`src/common/dac_regs_consts.vh`:
```
`ifndef DAC_REGS_CONSTS_VH
`define DAC_REGS_CONSTS_VH

// register addresses, 8-bit address space
`define ADDR_POWER_DOWN_CONTROL  8'h18
`define ADDR_OUTPUT_SPAN_SELECT  8'h19
`define ADDR_LOAD_PIN_IGNORE     8'h28
`define ADDR_OUTPUT_CODE         8'h29
`define ADDR_BCAST_OUTPUT_CODE   8'h2D
`define ADDR_PAGE_COPY_SELECT    8'h2F
`define ADDR_BCAST_INPUT_CODE    8'h30
`define ADDR_SW_LOAD_TRIGGER     8'h32
`define ADDR_STAGED_INPUT_CODE   8'h33

// field positions
`define BIT_DAC_CORE_SLEEP       4
`define BIT_AMP_SLEEP            0
`define BIT_LOAD_PIN_IGNORE      0
`define BIT_CHANNEL_COPY_ENABLE  0
`define BIT_SW_LOAD_TRIGGER      0

// span encodings
`define SPAN_0_2V5               3'h0
`define SPAN_0_5V                3'h1
`define SPAN_0_10V               3'h2
`define SPAN_PM_5V               3'h3
`define SPAN_M2V5_7V5            3'h4

// reset values
`define RST_BYTE                 8'h00
`define RST_CODE                 16'h0000

`endif

```
`src/dac_fast_mode_update_regs.v`:
```
`timescale 1ns/100ps
`default_nettype none
`include "dac_regs_consts.vh"

// Overview of operation
// - dac core sleep bit 4 powers down the converter core.
// - amp sleep bit 0 powers down the output amplifier.
// - span field [3:0] values 0 to 4 decode to five output ranges; other values clear span_valid.
// - with pin ignore clear, load strobe low copies staged code to output.
// - with pin ignore set, load strobe leaves output code unchanged.
// - 16-bit output code drives converter; read/write, resets to zero.
// - broadcast output write copies to output code when copy enabled.
// - broadcast input write copies to staged code when copy enabled.
// - copy enable bit 0 gates both broadcast copies.
// - writing one to trigger bit loads staged code into output.
// - trigger bit clears itself; reads back zero.
// - software trigger acts like a load strobe low pulse, but pin ignore does not block it.
// - staged input register holds pending code for any load path.
module dac_fast_mode_update_regs (
   input  wire        ref_clk,
   input  wire        nrst,
   input  wire        load_strobe_n,
   input  wire        wr_en,
   input  wire        rd_en,
   input  wire [7:0]  addr,
   input  wire [15:0] wr_data,
   output reg  [15:0] rd_data,
   output reg         rd_valid,
   output reg  [15:0] dac_code,
   output reg         dac_core_sleep,
   output reg         amp_sleep,
   output reg  [2:0]  span_code,
   output reg         span_valid
);

   reg        rst_meta_ff;
   reg        rst_sync_ff;
   wire       rst_n;
   reg        strobe_meta_ff;
   reg        strobe_sync_ff;
   reg        strobe_prev_ff;
   reg [7:0]  power_down_control_ff;
   reg [3:0]  span_select_ff;
   reg        load_pin_ignore_ff;
   reg        channel_copy_enable_ff;
   reg [15:0] output_code_ff;
   reg [15:0] bcast_output_ff;
   reg [15:0] bcast_input_ff;
   reg [15:0] staged_code_ff;
   reg [15:0] nxt_output_code;
   reg [15:0] nxt_staged_code;
   reg [15:0] nxt_rd_data;
   wire       hw_load;
   wire       sw_load;
   wire       do_load;
   wire       wr_power_down;
   wire       wr_span_select;
   wire       wr_pin_ignore;
   wire       wr_output_code;
   wire       wr_bcast_output;
   wire       wr_copy_select;
   wire       wr_bcast_input;
   wire       wr_sw_trigger;
   wire       wr_staged_code;

   // the two sleep bits are the only stored bits of the power register
   localparam [7:0] sleep_bits_mask = (8'h01 << `BIT_DAC_CORE_SLEEP) | (8'h01 << `BIT_AMP_SLEEP);

   // wr_en goes in as an argument so that @* and assign see it change
   function is_wr;
      input       en;
      input [7:0] a;
      input [7:0] target;
      begin
         is_wr = en && (a == target);
      end
   endfunction

   function span_is_defined;
      input [3:0] sel;
      begin
         case (sel)
            {1'b0, `SPAN_0_2V5}:    span_is_defined = 1'b1;
            {1'b0, `SPAN_0_5V}:     span_is_defined = 1'b1;
            {1'b0, `SPAN_0_10V}:    span_is_defined = 1'b1;
            {1'b0, `SPAN_PM_5V}:    span_is_defined = 1'b1;
            {1'b0, `SPAN_M2V5_7V5}: span_is_defined = 1'b1;
            default:                span_is_defined = 1'b0;
         endcase
      end
   endfunction

   // one decoded write strobe per register
   assign wr_power_down   = is_wr(wr_en, addr, `ADDR_POWER_DOWN_CONTROL);
   assign wr_span_select  = is_wr(wr_en, addr, `ADDR_OUTPUT_SPAN_SELECT);
   assign wr_pin_ignore   = is_wr(wr_en, addr, `ADDR_LOAD_PIN_IGNORE);
   assign wr_output_code  = is_wr(wr_en, addr, `ADDR_OUTPUT_CODE);
   assign wr_bcast_output = is_wr(wr_en, addr, `ADDR_BCAST_OUTPUT_CODE);
   assign wr_copy_select  = is_wr(wr_en, addr, `ADDR_PAGE_COPY_SELECT);
   assign wr_bcast_input  = is_wr(wr_en, addr, `ADDR_BCAST_INPUT_CODE);
   assign wr_sw_trigger   = is_wr(wr_en, addr, `ADDR_SW_LOAD_TRIGGER);
   assign wr_staged_code  = is_wr(wr_en, addr, `ADDR_STAGED_INPUT_CODE);

   // reset release synchronised to ref_clk
   // nrst still asserts at once; only its release waits two edges
   always @(posedge ref_clk or negedge nrst) begin
      if (!nrst) begin
         rst_meta_ff <= 1'b0;
         rst_sync_ff <= 1'b0;
      end else begin
         rst_meta_ff <= 1'b1;
         rst_sync_ff <= rst_meta_ff;
      end
   end
   assign rst_n = rst_sync_ff;

   // load strobe pin is asynchronous; edge detected on synchronised copy only
   // flops reset to the pin's idle high, so reset makes no false edge
   always @(posedge ref_clk or negedge rst_n) begin
      if (!rst_n) begin
         strobe_meta_ff <= 1'b1;
         strobe_sync_ff <= 1'b1;
         strobe_prev_ff <= 1'b1;
      end else begin
         strobe_meta_ff <= load_strobe_n;
         strobe_sync_ff <= strobe_meta_ff;
         strobe_prev_ff <= strobe_sync_ff;
      end
   end

   // a pin held low loads once, on its falling edge
   // falling edge, gated by ignore bit
   assign hw_load = strobe_prev_ff && !strobe_sync_ff && !load_pin_ignore_ff;
   assign sw_load = wr_sw_trigger && wr_data[`BIT_SW_LOAD_TRIGGER];
   assign do_load = hw_load || sw_load;

   always @* begin
      nxt_staged_code = staged_code_ff;
      if (wr_staged_code) begin
         nxt_staged_code = wr_data;
      end
      if (wr_bcast_input && channel_copy_enable_ff) begin
         nxt_staged_code = wr_data;
      end
   end

   always @* begin
      nxt_output_code = output_code_ff;
      if (wr_output_code) begin
         nxt_output_code = wr_data;
      end
      if (wr_bcast_output && channel_copy_enable_ff) begin
         nxt_output_code = wr_data;
      end
      // load wins; uses the staged code before this cycle's write
      if (do_load) begin
         nxt_output_code = staged_code_ff;
      end
   end

   // power register keeps only its sleep bits
   always @(posedge ref_clk or negedge rst_n) begin
      if (!rst_n) begin
         power_down_control_ff <= `RST_BYTE;
      end else if (wr_power_down) begin
         power_down_control_ff <= wr_data[7:0] & sleep_bits_mask;
      end
   end

   always @(posedge ref_clk or negedge rst_n) begin
      if (!rst_n) begin
         span_select_ff <= 4'h0;
      end else if (wr_span_select) begin
         span_select_ff <= wr_data[3:0];
      end
   end

   always @(posedge ref_clk or negedge rst_n) begin
      if (!rst_n) begin
         load_pin_ignore_ff <= 1'b0;
      end else if (wr_pin_ignore) begin
         load_pin_ignore_ff <= wr_data[`BIT_LOAD_PIN_IGNORE];
      end
   end

   always @(posedge ref_clk or negedge rst_n) begin
      if (!rst_n) begin
         channel_copy_enable_ff <= 1'b0;
      end else if (wr_copy_select) begin
         channel_copy_enable_ff <= wr_data[`BIT_CHANNEL_COPY_ENABLE];
      end
   end

   // broadcast output kept for read back
   always @(posedge ref_clk or negedge rst_n) begin
      if (!rst_n) begin
         bcast_output_ff <= `RST_CODE;
      end else if (wr_bcast_output) begin
         bcast_output_ff <= wr_data;
      end
   end

   // broadcast input kept for read back
   always @(posedge ref_clk or negedge rst_n) begin
      if (!rst_n) begin
         bcast_input_ff <= `RST_CODE;
      end else if (wr_bcast_input) begin
         bcast_input_ff <= wr_data;
      end
   end

   // code registers take their next values
   always @(posedge ref_clk or negedge rst_n) begin
      if (!rst_n) begin
         output_code_ff <= `RST_CODE;
         staged_code_ff <= `RST_CODE;
      end else begin
         output_code_ff <= nxt_output_code;
         staged_code_ff <= nxt_staged_code;
      end
   end

   // reserved and unmapped bits read zero
   always @* begin
      case (addr)
         `ADDR_POWER_DOWN_CONTROL: nxt_rd_data = {8'h00, power_down_control_ff};
         `ADDR_OUTPUT_SPAN_SELECT: nxt_rd_data = {12'h000, span_select_ff};
         `ADDR_LOAD_PIN_IGNORE:    nxt_rd_data = {15'h0000, load_pin_ignore_ff};
         `ADDR_OUTPUT_CODE:        nxt_rd_data = output_code_ff;
         `ADDR_BCAST_OUTPUT_CODE:  nxt_rd_data = bcast_output_ff;
         `ADDR_PAGE_COPY_SELECT:   nxt_rd_data = {15'h0000, channel_copy_enable_ff};
         `ADDR_BCAST_INPUT_CODE:   nxt_rd_data = bcast_input_ff;
         `ADDR_STAGED_INPUT_CODE:  nxt_rd_data = staged_code_ff;
         default:                  nxt_rd_data = 16'h0000;
      endcase
   end

   always @(posedge ref_clk or negedge rst_n) begin
      if (!rst_n) begin
         rd_data <= 16'h0000;
      end else if (rd_en) begin
         rd_data <= nxt_rd_data;
      end
   end

   always @(posedge ref_clk or negedge rst_n) begin
      if (!rst_n) begin
         rd_valid <= 1'b0;
      end else begin
         rd_valid <= rd_en;
      end
   end

   always @(posedge ref_clk or negedge rst_n) begin
      if (!rst_n) begin
         dac_code <= `RST_CODE;
      end else begin
         dac_code <= output_code_ff;
      end
   end

   always @(posedge ref_clk or negedge rst_n) begin
      if (!rst_n) begin
         dac_core_sleep <= 1'b0;
      end else begin
         dac_core_sleep <= power_down_control_ff[`BIT_DAC_CORE_SLEEP];
      end
   end

   always @(posedge ref_clk or negedge rst_n) begin
      if (!rst_n) begin
         amp_sleep <= 1'b0;
      end else begin
         amp_sleep <= power_down_control_ff[`BIT_AMP_SLEEP];
      end
   end

   // undefined span codes keep their low bits; only the flag drops
   always @(posedge ref_clk or negedge rst_n) begin
      if (!rst_n) begin
         span_code  <= `SPAN_0_2V5;
         span_valid <= 1'b1;
      end else begin
         span_code  <= span_select_ff[2:0];
         span_valid <= span_is_defined(span_select_ff);
      end
   end

endmodule // dac_fast_mode_update_regs
`default_nettype wire

```
`config.mk`:
```
export PLATFORM = sky130hd
export DESIGN_NAME = dac_fast_mode_update_regs
export DESIGN_NICKNAME = d
export VERILOG_FILES = /design/src/dac_fast_mode_update_regs.v
export VERILOG_INCLUDE_DIRS = /design/src /design/src/common
export SDC_FILE = /design/constraint.sdc
export NUM_CORES = 1
export LEC_CHECK = 0
export ABC_CLOCK_PERIOD_IN_PS = 9300
export BUFFER_PORTS_ARGS = -buffer_cell sky130_fd_sc_hd__clkbuf_2
export CAP_MARGIN = 20
export CELL_PAD_IN_SITES_DETAIL_PLACEMENT = 1
export CELL_PAD_IN_SITES_GLOBAL_PLACEMENT = 1
export CORE_MARGIN = 8
export CORE_UTILIZATION = 50
export CTS_CLUSTER_DIAMETER = 30
export DETAILED_ROUTE_END_ITERATION = 16
export GPL_ROUTABILITY_DRIVEN = 0
export PLACE_DENSITY_LB_ADDON = 0.1
export SLEW_MARGIN = 30
export SYNTH_ARGS = -nofsm -noshare
export SYNTH_HDL_FRONTEND = slang
export SYNTH_SLANG_ARGS = --single-unit
```
`constraint.sdc`:
```
create_clock -name ref_clk -period 9.3 [get_ports ref_clk]
set_input_delay 1.395 -clock ref_clk [delete_from_list [all_inputs] [get_ports ref_clk]]
set_output_delay 1.395 -clock ref_clk [all_outputs]
set_load 0.02 [all_outputs]
```
# Word level (Yosys, flattened, before mapping)
# Index checks and enable logic that the tools add are counted.
dict set report op_classes {
  muxes 7
  reduce_logical 21
  eq_ne 13
}
# op n
set op_table {}
lappend op_table {{16-bit case mux with 8 select lines} 1}
lappend op_table {{16-bit 2-to-1 mux} 5}
lappend op_table {{8-bit by 6-bit equality test with 1-bit output, second input constant} 7}
lappend op_table {{8-bit by 5-bit equality test with 1-bit output, second input constant} 2}
lappend op_table {{1-bit logical AND} 14}
lappend op_table {{4-bit by 2-bit equality test with 1-bit output, second input constant} 2}
lappend op_table {{5-bit OR reduction} 1}
lappend op_table {{4-bit by 1-bit equality test with 1-bit output, second input constant} 1}
lappend op_table {{4-bit by 3-bit equality test with 1-bit output, second input constant} 1}
lappend op_table {{4-bit logical NOT} 1}
lappend op_table {{3-bit nonzero test} 1}
lappend op_table {{1-bit logical NOT} 2}
lappend op_table {{2-bit nonzero test} 1}
lappend op_table {{1-bit logical OR} 1}
lappend op_table {{1-bit 2-to-1 mux} 1}
dict set report totals {
  regBits 116
  output_inout_bits 39
  elab_cells 61
  in_bits 29
}

# Depth between registers and ports, before layout
# Gate-level depths: netlist (run 1).
dict set report depth {
  word_depth 5
  mapped_depth 7
  ltp_nobuf 4
}

# Worst setup path after synthesis (run 1)
# No wires, ideal clock.
dict set report synth_path {
  path_type {input-to-reg}
  from {in addr[1]}
  to {reg staged_code_ff[10]}
  n_path_buf 3
  path_slack_ps 6408
  required_ps 9175
  cell_stages 7
  t_arrival_ps 2767
  setup_time_ps 125
  cell_sequence {buf_2 > and2_1 > buf_2 > a21o_1 > nand3_1 > buf_2 > mux2_2}
}
dict set report synth_via {
  elab_chain_cells 4
  word_cells_on_any_way 7
  cone_classes {2 x eq/ne; 1 x mux; 4 x reduce/logical}
}
# item line
set synth_rtl {}
lappend synth_rtl {{start, declared} dac_fast_mode_update_regs.v:25} ;# input wire [7:0] addr,
lappend synth_rtl {{8-bit by 6-bit equality test with 1-bit output} dac_fast_mode_update_regs.v:75} ;# is_wr = en && (a == target);
lappend synth_rtl {{1-bit logical AND} dac_fast_mode_update_regs.v:75}
lappend synth_rtl {{1-bit logical AND} dac_fast_mode_update_regs.v:142} ;# if (wr_bcast_input && channel_copy_enable_ff) begin
lappend synth_rtl {{16-bit 2-to-1 mux or 2-bit nonzero test (tied branches)} --}
lappend synth_rtl {{end signal, assigned} dac_fast_mode_update_regs.v:216} ;# staged_code_ff <= `RST_CODE;
lappend synth_rtl {{end signal, assigned} dac_fast_mode_update_regs.v:219} ;# staged_code_ff <= nxt_staged_code;
lappend synth_rtl {{end, declared} dac_fast_mode_update_regs.v:49} ;# reg [15:0] staged_code_ff;
# Several ways; a longest one is shown, not always the timed one.
# A chain may end at the register's enable or synchronous reset.

# Worst setup path after layout (run 1)
dict set report layout_path {
  from {in addr[4]}
  to {reg output_code_ff[10]}
}
dict set report layout_via {
  elab_chain_cells 5
  word_cells_on_any_way 12
  cone_classes {3 x eq/ne; 2 x mux; 7 x reduce/logical}
}
# item line
set layout_rtl {}
lappend layout_rtl {{8-bit by 6-bit equality test with 1-bit output} dac_fast_mode_update_regs.v:75}
lappend layout_rtl {{1-bit logical AND} dac_fast_mode_update_regs.v:75}
lappend layout_rtl {{1-bit logical AND, on equally long branches} {dac_fast_mode_update_regs.v:152, dac_fast_mode_update_regs.v:134}}
lappend layout_rtl {{16-bit 2-to-1 mux or 1-bit logical OR (tied branches)} {dac_fast_mode_update_regs.v:152, dac_fast_mode_update_regs.v:135}}
lappend layout_rtl {{16-bit 2-to-1 mux or 3-bit nonzero test (tied branches)} --}
lappend layout_rtl {{end signal, assigned} dac_fast_mode_update_regs.v:215} ;# output_code_ff <= `RST_CODE;
lappend layout_rtl {{end signal, assigned} dac_fast_mode_update_regs.v:218} ;# output_code_ff <= nxt_output_code;
lappend layout_rtl {{end, declared} dac_fast_mode_update_regs.v:46} ;# reg [15:0] output_code_ff;
# Several ways; a longest one is shown, not always the timed one.

==> qor.yml, run 1 <==
global_route:
  grtUsageTotal: 0.2035
  antenna_found_initial: 0
  overflow: 0
  grt_max_degree: 65
  grt_pass1_wl_mm: 20.11
  grt_pass1_vias: 3687
power:
  clock_power_share: 0.494
  p_per_area_nw_per_um2: 217.3
  seqPwrFrac: 0.437
  intPower_uw: 963.1
  sw_frac_of_total: 0.2411
  power_uw: 1269
  vdd_drop_max_v: 0.0001073
  p_sw_uw: 306.0
  p_leak_uw: 0.002891
  comb_power_share: 0.069
yosys:
  postSynthCellCount: 342
  syn-cell-area_um2: 4812
  ys.flop_type: "dfrtp_1"
  synth_top_area_cell: "dfrtp_1"
  synth_edf_count: 0
  synthTopCellsByArea: "dfrtp_1 58%, mux2_2 21%, a22o_1 3.6%"
  async_flop_share: 1.000
  yosys_warnings: 0
  synth_cell_types: 40
  yosysMostFrequentCell: "dfrtp_1"
  seq_area_frac_synth: 0.6043
  synth_nets: 371
  synth_common_cells: "112 x dfrtp_1, 89 x mux2_2, 20 x a22o_1, 20 x nor2_1, 14 x nand2_1"
  yosys.area.top_type_share: 0.5824
  syn_area_per_cell_um2: 14.07
  ys_seq_elements: 116
job:
  drv_cap: 0
clock_tree:
  post_cts.repair.setup_buffers: 0
  cts_root_buffer: "clkbuf_8"
  clk_latency_ns: 0.52
  htree_levels: 4
  clk_pin_slew_worst_paths_ns: 0.06
  cts.sinks: 116
  cts_buffer_depth: 2
  cts_tree: "done"
  cts_buffers: 17
  cts_resized: 0
  cts_hold_buf: 0
setup_path:
  ff2ff_path_depth: 3
  worstSetupStartpointType: "input pin"
  r2r-start: "channel_copy_enable_ff"
  cp.arrival_ns: 3.57
  required_ns: 9.70
  crit_start: "addr[4]"
  r2r_end: "output_code_ff[10]"
  r2r_slack_ns: 7.41
  crit_type: "input pin to flop"
  crit_end: "output_code_ff[10]"
  critPathCaptureType: "flop"
  path_max_fanout: 16
sta:
  fin_ws_ns: 6.130
  final_max_slew_viol_count: 0
  worst_clock_skew_ns: 0.007131
  period_share: 0.3409
  finalHoldViolCount: 0
  worst_slew_pin_slew_ns: 0.8563
  relSlewSlack: 0.4291
  setup_tns_ns: 0
  min_period_ns: 3.170
  rsz0062_at_grt: "false"
  fmax_mhz: 315.4
  holdWs_ns: 0.3586
  setup_viol: 0
drt:
  routedWlPerCell_um: 21.71
  vias: 3186
  drt-total-wl_mm: 12.14
  antenna_left: 0
  route.detailed.drc: 0
  via_per_inst: 5.699
  drt-initial-drc-count: 124
  first_pass_iters: 5
finish:
  drive_above_1_share: 0.4859
  area.growth.synth_to_final_pct: 21.35
  stdcell_count: 559
  insertedDiodeCount: 0
  fin_nets: 442
hold_path:
  hold_path_class: "flop to asynchronous set/reset pin"
placed_design:
  dpl.hpwl_mm: 7.248
  port_buffers: 67
  dp_cells: 527
  pre_cts_ws_ns: 5.601
die:
  boundaryPins: 68
  initial_core_util: 0.5039
  core_area_um2: 9549
  die_h_um: 114.1
  die_w_um: 114.1
  rows: 36
  dieArea_um2: 13020
status:
  status: "finished, final reports clean"
## kinds of logic after synthesis
kind of cell,synth area share
AOI/OAI and AO/OA,0.09725
buffers and inverters,0.01976
DFF,0.6043
muxes,0.2083
other,0.0007793
and+or+nand+nor,0.06969
## how the worst min path moves through the flow
stage	startpoint	end	slack (ns)
floorplan	rst_meta_ff	rst_n	0.33
global placement	rst_meta_ff	rst_n	0.34
detailed placement	rst_meta_ff	rst_n	0.34
CTS	strobe_meta_ff	strobe_sync_ff	0.36
global route	strobe_meta_ff	strobe_sync_ff	0.37
finish	rst_n	output_code_ff[9]	0.36
## stage by stage
stage | utilization | cell area [um^2]
floorplan | - | 4812
global placement | 0.5497 | 5249
detailed placement | 0.5507 | 5259
CTS | 0.6110 | 5834
global route | 0.6115 | 5839
finish | 0.6115 | 5839
## flip-flops by register name (all words and copies together), names as in the netlist
name / count
dac_code: 16
strobe_meta_ff: 1
rst_n: 1
span_code: 3
rst_meta_ff: 1
rd_data: 16
rd_valid: 1
span_select_ff: 4
output_code_ff: 16
amp_sleep: 1
dac_core_sleep: 1
channel_copy_enable_ff: 1
strobe_sync_ff: 1
strobe_prev_ff: 1
bcast_output_ff: 16
power_down_control_ff: 2
load_pin_ignore_ff: 1
staged_code_ff: 16
span_valid: 1
bcast_input_ff: 16
## layout by cell type, fill, tap and decap left out, types with 4 or more instances in the layout
cell,instances
dfrtp_1,111
a31oi_1,12
nor2_1,20
mux2_2,89
clkinvlp_4,5
and3b_2,4
nand2_1,14
clkbuf_2,67
clkbuf_16,16
a22oi_1,11
nand3_1,4
dfstp_2,4
a22o_1,20
## final cells by class
type                            instances  area [um^2]
Fill cell                             930         3710
Sequential cell                       116         2912
Multi-Input combinational cell        207         1824
Clock buffer                           20        445.4
Timing Repair Buffer                   70        357.8
Tap cell                              133        166.4
Clock inverter                         12        130.1
Inverter                                1        3.754
## metal layers
layer / wire length, um / track usage / vias to the layer above
li1: - / - / 1421
met1: 4989 / 0.2396 / 1662
met2: 6361 / 0.3486 / 78
met3: 536 / 0.05011 / 25
met4: 249 / 0.08341 / 0
met5: 0 / 0 / -
## worst max-delay path: stages
cell and delay, ns:
clkbuf_2 0.14, nor4b_4 0.75, o2111ai_4 0.55, mux2_2 0.44
mux2_2 0.28
## power by group through the flow
stage	logic, uW	clock network [uW]	registers (uW)
after global placement	83.8	0	562
final	87.3	627	555
after global routing	95.6	658	559
after floorplan	36.4	0	574
after detailed placement	86.9	0	563
after CTS	88.5	636	555
(Power assumes the default switching activity.)
==> inputs of run 2 (changes only) <==
ABC_CLOCK_PERIOD_IN_PS = 2700   (was 9300)
CORE_UTILIZATION = 42   (was 50)
clock period = 2.7 ns   (was 9.3 ns; I/O delays follow)
==> qor.yml, run 2 (synthesis gave the netlist of run 1 again) <==
placed_design:
  pre_cts_ws_ns: 0.5183  # was 5.601 ns
  dpl.hpwl_mm: 8.005  # was 7.248 mm
  port_buffers: 67  # unchanged
  place_area_um2: 5371  # was 5259 um^2
sta:
  rsz0062_at_grt: "false"  # unchanged
  setup_tns_ns: 0  # unchanged
  setup_viol: 0  # unchanged
  finalHoldViolCount: 0  # unchanged
  fmax_mhz: 534.7
  relSlewSlack: 0.4944  # was 0.4291
  fin_ws_ns: 0.8297  # was 6.130 ns
  final_max_slew_viol_count: 0  # unchanged
  worst_slew_pin_slew_ns: 0.7581  # was 0.8563 ns
  period_share: 0.6927
  min_period_ns: 1.870
  worst_clock_skew_ns: 0.007021  # was 0.007131 ns
setup_path:
  cp.arrival_ns: 2.15  # was 3.57 ns
  crit_end: "output_code_ff[3]"  # was output_code_ff[10]
  ff2ff_path_depth: 3  # unchanged
  critPathCaptureType: "flop"  # unchanged
  required_ns: 2.98  # was 9.70 ns
  crit_type: "flop to flop"  # was input pin to flop
  worstSetupStartpointType: "flop"  # was input pin
  r2r_end: "output_code_ff[3]"  # was output_code_ff[10]
  r2r-start: "channel_copy_enable_ff"  # unchanged
  r2r_slack_ns: 0.83  # was 7.41 ns
  crit_start: "channel_copy_enable_ff"  # was addr[4]
  path_max_fanout: 16  # unchanged
power:
  vdd_drop_max_v: 0.0003258  # was 0.0001073 V
  p_per_area_nw_per_um2: 721.0  # was 217.3 nW/um^2
  p_leak_uw: 0.002957  # was 0.002891 uW
global_route:
  grt_max_degree: 42  # was 65
  overflow: 0  # unchanged
  grt_pass1_vias: 3534  # was 3687
  grt_pass1_wl_mm: 19.52  # was 20.11 mm
  grtUsageTotal: 0.1692  # was 0.2035
  antenna_found_initial: 0  # unchanged
die:
  core_area_um2: 11320  # was 9549 um^2
  dieArea_um2: 15140  # was 13020 um^2
  initial_core_util: 0.4251  # was 0.5039
  boundaryPins: 68  # unchanged
  die_h_um: 123.0  # was 114.1 um
  rows: 39  # was 36
  die_w_um: 123.0  # was 114.1 um
status:
  status: "finished, final reports clean"  # unchanged
drt:
  first_pass_iters: 4  # was 5
  route.detailed.drc: 0  # unchanged
  vias: 3101  # was 3186
  antenna_left: 0  # unchanged
  drt-initial-drc-count: 142  # was 124
  drt-total-wl_mm: 11.71  # was 12.14 mm
  via_per_inst: 5.319  # was 5.699
  routedWlPerCell_um: 20.09  # was 21.71 um
clock_tree:
  cts_root_buffer: "clkbuf_16"  # was clkbuf_8
  cts_buffer_depth: 2  # unchanged
  cts_buffers: 17  # unchanged
  htree_levels: 4  # unchanged
  clk_latency_ns: 0.40  # was 0.52 ns
  clk_pin_slew_worst_paths_ns: 0.05  # was 0.06 ns
  cts_resized: 0  # unchanged
  cts.sinks: 116  # unchanged
  cts_tree: "done"  # unchanged
finish:
  drive_above_1_share: 0.4909  # was 0.4859
  fin_nets: 456  # was 442
  final_cell_mix: "111 x dfrtp_1, 89 x mux2_2, 67 x clkbuf_2"  # unchanged
  area.growth.synth_to_final_pct: 23.19  # was 21.35%
  utilization: 0.5237  # was 0.6115
  final_common_cell: "dfrtp_1"  # unchanged
  insertedDiodeCount: 0  # unchanged
  fin_area_um2: 5928  # was 5839 um^2
hold_path:
  min_from: "load_strobe_n"
  hold_path_class: "input pin to flop"  # was flop to asynchronous set/reset pin
job:
  drv_cap: 0  # unchanged
==> run 2: report_power, final <==
part           switching [uW]  internal (uW)
sequential               63.4           1840
combinational             181            128
clock                     761           1300
total                    1010           3270
==> run 2: stage by stage <==
step	hold WS, ns	power (uW)	instances
2_1_floorplan	0.1094	2103	342
3_3_place_gp	0.1927	2236	550
3_5_place_dp	0.1941	2249	550
4_1_cts	0.06890	4328	583
5_1_grt	0.07182	4439	583
6_report	0.08575	4274	583
==> run 2: how the worst min path moves through the flow <==
stage                     endpoint  slack [ns]  cells after the start
floorplan              rst_meta_ff        0.11                      0
global placement       rst_meta_ff        0.19                      1
detailed placement     rst_meta_ff        0.19                      1
CTS                 strobe_meta_ff        0.07                      1
global route        strobe_meta_ff        0.07                      1
finish              strobe_meta_ff        0.09                      1
==> run 2: final cells by class <==
class                   count  area (um^2)
fillers                  1166         5393
flip-flops and latches    116         2912
multi-input cells         207         1809
repair buffers             84        478.0
clock buffers              22        464.2
well taps                 143        178.9
clock inverters            10        82.58
inverters                   1        3.754
==> run 2: critical path: stages, from the launching register on <==
cell	delay (ns)
dfrtp_1	0.43
o2111ai_4	0.64
mux2_2	0.41
mux2_2	0.26
==> run 2: what timing repair did <==
item,CTS,global route
setup buffers,0,0
hold endpoints to repair,2,0
hold buffers,1,0
==> run 2: layer usage <==
| layer | up-vias | track usage | wire length, um |
|---|---|---|---|
| met5 | - | 0 | 0 |
| met4 | 0 | 0.04966 | 108 |
| met3 | 10 | 0.04977 | 554 |
| met2 | 64 | 0.2817 | 5823 |
| met1 | 1587 | 0.2095 | 5225 |
| li1 | 1440 | - | - |
